<file path="src/gpc_consts.vh">
// register map, field positions and reset values for the gpio change port
`ifndef GPC_CONSTS_VH
`define GPC_CONSTS_VH
// ==========================================================
// register byte offsets
`define GPC_OFF_DATA      5'h00
`define GPC_OFF_DIR       5'h04
`define GPC_OFF_OPTION    5'h08
`define GPC_OFF_INTCTL    5'h0c
`define GPC_OFF_IRQ_STAT  5'h10
`define GPC_OFF_IRQ_MASK  5'h14
`define GPC_OFF_CTRL      5'h18
// ==========================================================
// field positions
`define GPC_BIT_PULLUP_N  7
`define GPC_BIT_GIE       7
`define GPC_BIT_CHG_IE    3
`define GPC_BIT_CHG_FLAG  0
`define GPC_BIT_SLEEP     0
`define GPC_BIT_EV_CHG    0
`define GPC_BIT_EV_WAKE   1
// ==========================================================
// reset values
`define GPC_RST_DIR       8'hff
`define GPC_RST_LATCH     8'h00
`define GPC_RST_OPTION    8'hff
`define GPC_RST_INTCTL    8'h00
`define GPC_RST_MASK      2'h0
// upper pins that take part in change detection
`define GPC_CHG_MASK      8'hf0
// axi responses
`define GPC_RESP_OKAY     2'h0
`define GPC_RESP_SLVERR   2'h2
`endif

</file>
<file path="src/gpc_port.v">
// eight-bit gpio port with pull-ups, change detection and axi4-lite registers
`timescale 1ns/1ps
`include "gpc_consts.vh"

// Functional notes
// - eight-bit two-way port, one direction bit per pin in direction register.
// - direction bit one puts that pin's driver in high impedance.
// - direction bit zero drives the pin from its output latch bit.
// - data read returns pin levels; data write goes to the latch only.
// - every port write is read-modify-write using sampled pin levels.
// - clearing active-low pull-up bit 7 of option enables the pull-ups of all input pins.
// - a pin set as output never has its pull-up enabled.
// - after power-on reset all pull-ups are off.
// - only inputs among pins 7 to 4 take part in change detection.
// - mismatch against last-read value, ORed, sets change flag at bit 0.
// - pending change interrupt wakes the device from sleep.
// - any port read or write recaptures the compare value.
// - flag keeps setting while mismatch persists; set beats software clear.
// - a change exactly at the read sample may miss setting the flag.
// - flags set regardless of individual enable and global enable bit 7.
module gpc_port (
  input  wire        clk_sys,
  input  wire        sys_rst,
  input  wire        clk_en,
  input  wire [4:0]  s_axi_awaddr,
  input  wire        s_axi_awvalid,
  output wire        s_axi_awready,
  input  wire [31:0] s_axi_wdata,
  input  wire [3:0]  s_axi_wstrb,
  input  wire        s_axi_wvalid,
  output wire        s_axi_wready,
  output reg  [1:0]  s_axi_bresp,
  output reg         s_axi_bvalid,
  input  wire        s_axi_bready,
  input  wire [4:0]  s_axi_araddr,
  input  wire        s_axi_arvalid,
  output wire        s_axi_arready,
  output reg  [31:0] s_axi_rdata,
  output reg  [1:0]  s_axi_rresp,
  output reg         s_axi_rvalid,
  input  wire        s_axi_rready,
  input  wire [7:0]  pin_in,
  output wire [7:0]  pin_out,
  output wire [7:0]  pin_oe_n,
  output wire [7:0]  pullup_on,
  output wire        core_irq,
  output wire        wake,
  output wire        sleeping,
  output wire        irq
);

  // ==========================================================
  // state
  reg  [7:0] pin_meta_q;
  reg  [7:0] pin_sync_q;
  reg  [7:0] port_latch_q;
  reg  [7:0] port_direction_q;
  reg  [7:0] option_q;
  reg  [7:0] intctl_q;
  reg  [7:0] compare_q;
  reg  [1:0] stat_q;
  reg  [1:0] mask_q;
  reg        sleep_q;
  reg  [4:0] aw_q;
  reg        aw_full_q;
  reg  [31:0] w_q;
  reg  [3:0] ws_q;
  reg        w_full_q;

  wire       wr_go;
  wire       rd_go;
  wire [7:0] mismatch;
  wire       chg_now;
  wire       wake_ev;
  wire [7:0] wbyte;
  wire       port_touch;

  // merge write data lane 0 into an old value
  function [7:0] merge_lane;
    input [7:0] old;
    input [7:0] nw;
    input       en;
    begin
      merge_lane = en ? nw : old;
    end
  endfunction

  // ==========================================================
  // pin drivers
  assign pin_out   = port_latch_q;
  assign pin_oe_n  = port_direction_q;
  assign pullup_on = ~port_direction_q &
                     {8{1'b0}} |
                     (port_direction_q & {8{~option_q[`GPC_BIT_PULLUP_N]}});

  // ==========================================================
  // change detection
  assign mismatch = (pin_sync_q ^ compare_q) & port_direction_q &
                    `GPC_CHG_MASK;
  assign chg_now  = |mismatch;
  assign wake_ev  = sleep_q & intctl_q[`GPC_BIT_CHG_FLAG] &
                    intctl_q[`GPC_BIT_CHG_IE];
  assign wake     = wake_ev;
  assign sleeping = sleep_q;
  assign core_irq = intctl_q[`GPC_BIT_CHG_FLAG] & intctl_q[`GPC_BIT_CHG_IE] &
                    intctl_q[`GPC_BIT_GIE];
  assign irq      = |(stat_q & mask_q);

  // ==========================================================
  // axi4-lite handshakes
  assign s_axi_awready = ~aw_full_q & ~s_axi_bvalid;
  assign s_axi_wready  = ~w_full_q & ~s_axi_bvalid;
  assign s_axi_arready = ~s_axi_rvalid;
  assign wr_go = aw_full_q & w_full_q & ~s_axi_bvalid & clk_en;
  assign rd_go = s_axi_arvalid & s_axi_arready & clk_en;
  assign wbyte = w_q[7:0];
  assign port_touch = (wr_go & (aw_q == `GPC_OFF_DATA)) |
                      (rd_go & (s_axi_araddr == `GPC_OFF_DATA));

  always @(posedge clk_sys or posedge sys_rst) begin
    if (sys_rst) begin
      pin_meta_q       <= 8'h00;
      pin_sync_q       <= 8'h00;
      port_latch_q     <= `GPC_RST_LATCH;
      port_direction_q <= `GPC_RST_DIR;
      option_q         <= `GPC_RST_OPTION;
      intctl_q         <= `GPC_RST_INTCTL;
      compare_q        <= 8'h00;
      stat_q           <= 2'h0;
      mask_q           <= `GPC_RST_MASK;
      sleep_q          <= 1'b0;
      aw_q             <= 5'h00;
      aw_full_q        <= 1'b0;
      w_q              <= 32'h0000_0000;
      ws_q             <= 4'h0;
      w_full_q         <= 1'b0;
      s_axi_bvalid     <= 1'b0;
      s_axi_bresp      <= `GPC_RESP_OKAY;
      s_axi_rvalid     <= 1'b0;
      s_axi_rresp      <= `GPC_RESP_OKAY;
      s_axi_rdata      <= 32'h0000_0000;
    end else if (clk_en) begin
      pin_meta_q <= pin_in;
      pin_sync_q <= pin_meta_q;
      // capture channels
      if (s_axi_awvalid & s_axi_awready) begin
        aw_q      <= s_axi_awaddr;
        aw_full_q <= 1'b1;
      end
      if (s_axi_wvalid & s_axi_wready) begin
        w_q      <= s_axi_wdata;
        ws_q     <= s_axi_wstrb;
        w_full_q <= 1'b1;
      end
      if (s_axi_bvalid & s_axi_bready)
        s_axi_bvalid <= 1'b0;
      if (s_axi_rvalid & s_axi_rready)
        s_axi_rvalid <= 1'b0;
      // ==========================================================
      // register writes
      if (wr_go) begin
        aw_full_q    <= 1'b0;
        w_full_q     <= 1'b0;
        s_axi_bvalid <= 1'b1;
        s_axi_bresp  <= `GPC_RESP_OKAY;
        case (aw_q)
          `GPC_OFF_DATA:
            port_latch_q <= merge_lane(pin_sync_q, wbyte, ws_q[0]);
          `GPC_OFF_DIR:
            port_direction_q <= merge_lane(port_direction_q, wbyte, ws_q[0]);
          `GPC_OFF_OPTION:
            option_q <= merge_lane(option_q, wbyte, ws_q[0]);
          `GPC_OFF_INTCTL:
            intctl_q <= merge_lane(intctl_q, wbyte, ws_q[0]);
          `GPC_OFF_IRQ_STAT:
            if (ws_q[0])
              stat_q <= stat_q & ~wbyte[1:0];
          `GPC_OFF_IRQ_MASK:
            mask_q <= ws_q[0] ? wbyte[1:0] : mask_q;
          `GPC_OFF_CTRL:
            if (ws_q[0])
              sleep_q <= wbyte[`GPC_BIT_SLEEP];
          default:
            s_axi_bresp <= `GPC_RESP_SLVERR;
        endcase
      end
      // ==========================================================
      // register reads
      if (rd_go) begin
        s_axi_rvalid <= 1'b1;
        s_axi_rresp  <= `GPC_RESP_OKAY;
        case (s_axi_araddr)
          `GPC_OFF_DATA:      s_axi_rdata <= {24'h0, pin_sync_q};
          `GPC_OFF_DIR:       s_axi_rdata <= {24'h0, port_direction_q};
          `GPC_OFF_OPTION:    s_axi_rdata <= {24'h0, option_q};
          `GPC_OFF_INTCTL:    s_axi_rdata <= {24'h0, intctl_q};
          `GPC_OFF_IRQ_STAT:  s_axi_rdata <= {30'h0, stat_q};
          `GPC_OFF_IRQ_MASK:  s_axi_rdata <= {30'h0, mask_q};
          `GPC_OFF_CTRL:      s_axi_rdata <= {31'h0, sleep_q};
          default: begin
            s_axi_rdata <= 32'h0000_0000;
            s_axi_rresp <= `GPC_RESP_SLVERR;
          end
        endcase
      end
      // ==========================================================
      // compare value, flags and sleep
      if (port_touch)
        compare_q <= pin_sync_q;
      if (chg_now & ~port_touch)
        intctl_q[`GPC_BIT_CHG_FLAG] <= 1'b1;
      if (chg_now & ~port_touch)
        stat_q[`GPC_BIT_EV_CHG] <= 1'b1;
      if (wake_ev) begin
        sleep_q                <= 1'b0;
        stat_q[`GPC_BIT_EV_WAKE] <= 1'b1;
      end
    end
  end

endmodule // gpc_port

</file>
<file path="config.mk">
export PLATFORM = sky130hd
export DESIGN_NAME = gpc_port
export DESIGN_NICKNAME = d
export VERILOG_FILES = /design/src/gpc_port.v
export VERILOG_INCLUDE_DIRS = /design/src
export SDC_FILE = /design/constraint.sdc
export NUM_CORES = 1
export LEC_CHECK = 0
export ABC_AREA = 1
export BUFFER_PORTS_ARGS = -buffer_cell sky130_fd_sc_hd__buf_2
export CAP_MARGIN = 20
export CORE_ASPECT_RATIO = 0.75
export CORE_UTILIZATION = 25
export DETAILED_ROUTE_END_ITERATION = 10
export PLACE_DENSITY = 0.49
export SETUP_SLACK_MARGIN = 0.2
export SYNTH_ARGS = -nofsm -noshare
export SYNTH_HDL_FRONTEND = slang
export SYNTH_SLANG_ARGS = --single-unit
</file>
<file path="constraint.sdc">
create_clock -name clk_sys -period 2.6 [get_ports clk_sys]
set_input_delay 0.26 -clock clk_sys [delete_from_list [all_inputs] [get_ports clk_sys]]
set_output_delay 0.26 -clock clk_sys [all_outputs]
set_load 0.03 [all_outputs]
</file>
== Word-level counts from Yosys, hierarchy flattened ==
Cells that the tools add are included.

* Bitwise gates (word level): 31
* Reduce and logical (&&, ||, !) cells: 36
* Eq/ne operators: 12
* Mux-type cells: 25

{| class="wikitable"
|+ Operator list
! kind !! count
|-
| $pmux W8 S7 || 1
|-
| $reduce_and A4 Y1 || 8
|-
| $eq A5 B5 Y1 const B || 6
|-
| $reduce_bool A2 Y1 || 12
|-
| $eq A5 B4 Y1 const B || 4
|-
| $and A1 B1 Y1 || 18
|-
| $mux W1 || 18
|-
| $reduce_and A2 Y1 || 9
|-
| $and A8 B8 Y8 || 2
|-
| $reduce_or A7 Y1 || 2
|-
| $eq A5 B3 Y1 const B || 2
|-
| $logic_not A5 Y1 || 2
|-
| $mux W2 || 5
|-
| $mux W8 || 1
|-
| $xor A8 B8 Y8 || 1
|-
| $not A1 Y1 || 6
|-
| $and A2 B2 Y2 || 2
|-
| $reduce_or A4 Y1 || 1
|-
| $reduce_and A3 Y1 || 1
|-
| $not A2 Y2 || 1
|-
| $reduce_or A2 Y1 || 1
|-
| $or A1 B1 Y1 || 1
|}

* Logic and storage cells: 126
* Register bits: 115
* Output and inout bits: 69

== Depth between registers and ports, before layout ==
* Depth in word-level cells: 9
* Depth in mapped cells: 10

== Worst setup path before layout ==
Ideal clock, no wire load.

* Path kind: reg2reg
* Start point: reg s_axi_bvalid
* End point: reg w_q[7]
* Arrival: 1739 ps
* Stages on the path, launching flop included: 6
* Slack: 728 ps
* Required time: 2467 ps
* Setup time: 133 ps
* Buffers on the path: 1
* Path through: dfrtp_1 nor2_1 nand3_1 clkbuf_1 nor2_1 a21oi_1

* Word-level cells in the longest chain between the ends: 4

{| class="wikitable"
|+ Ends and longest elaborated chain
! element !! line !! text
|-
| start, declared || gpc_port.v:33 || <nowiki>output reg s_axi_bvalid,</nowiki>
|-
| start signal, assigned || gpc_port.v:137 || <nowiki>s_axi_bvalid <= 1'b0;</nowiki>
|-
| start signal, assigned || gpc_port.v:156 || <nowiki>s_axi_bvalid <= 1'b0;</nowiki>
|-
| start signal, assigned || gpc_port.v:164 || <nowiki>s_axi_bvalid <= 1'b1;</nowiki>
|-
| $not A1 Y1 || gpc_port.v:112 || <nowiki>assign s_axi_wready = ~w_full_q & ~s_axi_bvalid;</nowiki>
|-
| $and A1 B1 Y1 || gpc_port.v:112 ||
|-
| via s_axi_wready || gpc_port.v:31 || <nowiki>output wire s_axi_wready,</nowiki>
|-
| $and A1 B1 Y1 || gpc_port.v:150 || <nowiki>if (s_axi_wvalid & s_axi_wready) begin</nowiki>
|-
| $reduce_and A2 Y1 (no source line) || n/a ||
|-
| end signal, assigned || gpc_port.v:151 || <nowiki>w_q <= s_axi_wdata;</nowiki>
|-
| end, declared || gpc_port.v:66 || <nowiki>reg [31:0] w_q;</nowiki>
|}

The timed path passes the listed nets, and every way through them passes these cells.
A chain may end at the register's enable or synchronous reset.

== Worst setup path after layout ==
* Start point: reg aw_q[1]
* End point: reg port_direction_q[6] (netlist: pin_oe_n[6])

* Word-level cells in the longest chain between the ends: 2

{| class="wikitable"
|+ Ends and longest elaborated chain
! element !! line !! text
|-
| start, declared || gpc_port.v:64 || <nowiki>reg [4:0] aw_q;</nowiki>
|-
| start signal, assigned || gpc_port.v:147 || <nowiki>aw_q <= s_axi_awaddr;</nowiki>
|-
| $eq A5 B3 Y1 || gpc_port.v:166 || <nowiki>case (aw_q)</nowiki>
|-
| $reduce_and A4 Y1 (no source line) || n/a ||
|-
| end signal, assigned || gpc_port.v:125 || <nowiki>port_direction_q <= `GPC_RST_DIR;</nowiki>
|-
| end signal, assigned || gpc_port.v:170 || <nowiki>port_direction_q <= merge_lane(port_direction_q, wbyte, ws_q[0]);</nowiki>
|-
| end, declared || gpc_port.v:57 || <nowiki>reg [7:0] port_direction_q;</nowiki>
|}

No other way between the ends.

==> results <==
- OpenSTA, run right after detailed placement, puts the worst setup slack at 716.8 ps.
- The buffers inserted during post-CTS setup optimization is 0.
- Cells with a size suffix above 1 make up 21.89% of the layout.
- Summed over its instances, the top area cell type makes up 42.07% of the synthesized netlist area.
- The routed layout has 3432 vias.
- The flow ran to the end, and the final reports show no timing, DRC or antenna violations.
- In this run the core area contains 40 standard-cell rows.
- The clock passes through at most 2 buffers.
- Setup repair after global routing left no endpoint under its margin.
- The type of the worst setup path is reg2reg.
- Based on the critical path, the design can be clocked at up to 0.5415 GHz.
- The final antenna diode count is 0.
- The final-report setup violation count is 0.
- The accumulated negative setup slack is 0 ps.
- The overall power after layout is 5.094 mW.
- The final global-route overflow total is 0.
- The largest single stage delay on the critical path is 490 ps.
- The half-perimeter wire length after detailed placement is 8339 um.
- After clock tree synthesis, the repair step resized 0 gates.
- The kind of launch point of the worst setup path is a register.
- The floorplan step set the die height to 113.0 um.
- Data on the critical path arrives at its endpoint at 2080 ps.
- At the pin with the least slew margin, the transition time is 759.0 ps.
- The leakage power is 2.533 nW.
- Routability-driven placement finished with a final weighted congestion of 0.8212.
- The flop and latch count out of synthesis is 85.
- The cell count after synthesis came out at 514.
- The clock reaches the later pin of the worst-skew pair after 340 ps.
- Relative to the synthesized area, the layout overhead comes to 20.98%.
- The worst setup path is captured at a register.
- The post-CTS clock slew at the launch and capture registers of the worst setup and hold paths is 60 ps.
- The total power per unit cell area is 1026 nW/um2.
- The worst relative slew slack is 49.40%.
- The remaining antenna violation count is 0.
- After detailed routing, the number of vias per cell comes to 4.269.
- Of all cell types, the one taking the most synthesized area is dfrtp_1.
- The horizontal extent of the die is 149.9 um.
- For this configuration, the core starts out at a cell density of 25.62%.
- The number of detailed-route iterations in the first pass is 4.
- The library cell used as clock root buffer is clkbuf_16.
- The TritonCTS clock tree is built.
- The first global-routing pass estimated 17330 um of wire.
- The overall routed net length is 11010 um.
- The tightest hold margin is 30.22 ps.
- The post-synthesis instance area is 4104 um2.
- The clock sink count is 85.
- The overall track demand over capacity in global routing is 13.67%.
- The worst path meets setup with 753.4 ps of slack.
- The largest clock skew in the final design is 10.21 ps.
- In this run the cell area measured after placement is 4618 um2.
- The number of global-route vias before repair is 3096.
- The final critical path takes up 71.02% of the cycle.
- The initial antenna violation count is 0.
- In this run the mean area of a mapped cell was 7.984 um2.
- The clock period minus worst slack is 1847 ps.
- Entering global routing, the biggest net connects 58 pins.
- The die covers 16940 um2.
- The number of buffers inserted during clock tree synthesis is 9.
- The portion of the post-synthesis area used by sequential elements is 52.32%.
- The number of I/O pins is 131.
- The number of buffers inserted for hold repair after clock tree synthesis is 0.
- The H-tree level count is 3.
- The peak supply drop is 0.4413 mV.
- The highest net fanout along the worst path is 16.
- The final count of pins violating max slew was 0.
- In the routed design, unresolved DRC markers number 0.
- The core outline area is 16020 um2.
- The total non-filler cell area in the finished layout is 4965 um2.
- The required time at the worst-slack endpoint is 2840 ps.
- The netlist uses 27 different library cells.
- The net count of the finished layout is 652.
- Walking the worst path, the cells encountered are nor2_2, inv_1, nor3_2, nand3_1, o21ai_0.
- After synthesis, the cell types taking the most area are dfrtp_1, nand2_1, dfstp_2.
- The worst hold path belongs to the class in2async.
- In the final routed layout, each cell accounts on average for 13.70 um.
- The total of buffers placed on input and output ports is 77.
- The total number of yosys warnings is 0.
- The number of hold violations in the final report is 0.
- For this design, the slowest cell found on the critical path is nand3_1.
- The tool flagged a number of max-cap violations equal to 0.
- For this block, the initial DRC count from the detailed router was 184.
-- synthesized netlist by cell type (all sizes together) --
cell type and n:
a21oi 15, a31oi 1, buf 32, clkbuf 8, clkinv 1, conb 1, dfrtp 69, dfstp 16
inv 52, mux2 1, nand2 170, nand3 18, nand4 8, nor2 50, nor3 3, o211ai 2
o21ai 65, o22ai 1, or2 1
-- final cells by class --
type / count / area [um2]
timing repair buffer: 80 / 420.4
clock inverter: 5 / 107.6
clock buffer: 10 / 239.0
inverter: 53 / 202.7
multi-input combinational: 361 / 1585
sequential: 85 / 2147
tap: 210 / 262.8
fill: 1739 / 11050
-- power breakdown --
group          internal (mW)  switching, mW
Sequential              1.77          0.353
Clock                  0.964          0.518
Combinational          0.431           1.06
Total                   3.17           1.93
-- routing by layer --
metal  vias to the layer above  GRT usage, %  share of wire (%)
met2                       111         18.21                 39
met1                      1587         21.41                 53
met5                         -             0                  0
met4                         0         3.232               0.94
li1                       1724             -                  -
met3                        10         3.629                6.7
-- layout by cell type (no fill, tap or decap), types with 3 or more instances in the layout --
master / count
nand2_1: 170
buf_2: 77
dfrtp_1: 69
o21ai_0: 55
inv_1: 51
nor2_1: 44
conb_1: 26
nand3_1: 18
dfstp_2: 16
a21oi_1: 15
clkbuf_16: 9
o21ai_2: 8
nand4_1: 7
nor2_2: 6
bufinv_16: 3
-- worst max-delay path: cells and delay by family (launching register included) --
family	cells	cell delay (ps)
compound gates	1	380
buf+inv	1	110
flops	1	390
simple gates	3	860
-- worst paths after layout --
kind | start | endpoint | slack (ps) | cells after the start
max | aw_q[1] | pin_oe_n[6] | 750 | 5
min | sys_rst | w_q[7] | 30 | 2
max reg2reg | aw_q[1] | pin_oe_n[6] | 750 | 5
min reg2reg | s_axi_rdata[2] | s_axi_rdata[2] | 470 | 2
max in group asynchronous | sys_rst | option_q[7] | 1810 | 3
min in group clk_sys | s_axi_awaddr[1] | aw_q[1] | 110 | 3
-- registers in the layout, summed over array words and instances (netlist names), 4 cells and up --
register / flops
intctl_q: 8
option_q: 8
aw_q: 5
compare_q: 4
pin_sync_q: 8
s_axi_rdata: 8
pin_meta_q: 8
pin_oe_n: 8
pin_out: 8
w_q: 8
-- cell families (layout without fill, tap and decap cells) --
family | after synthesis | in the layout | synth area share [%]
AND/OR/NAND/NOR | 250 | 250 | 24.82
buffers and inverters | 93 | 148 | 11.34
flip-flops | 85 | 85 | 52.32
AO/OA/AOI/OAI | 84 | 84 | 11.16
other | 1 | 26 | 0.09138
multiplexers | 1 | 1 | 0.2744
-- metrics by stage --
stage                     util (%)  std cells
final                        31.00        804
after global routing         31.00        804
after CTS                    31.00        804
after detailed placement     28.84        789
after global placement       28.84        789
after floorplan                  -        539
Note: power is estimated with default switching activity, not from simulation.
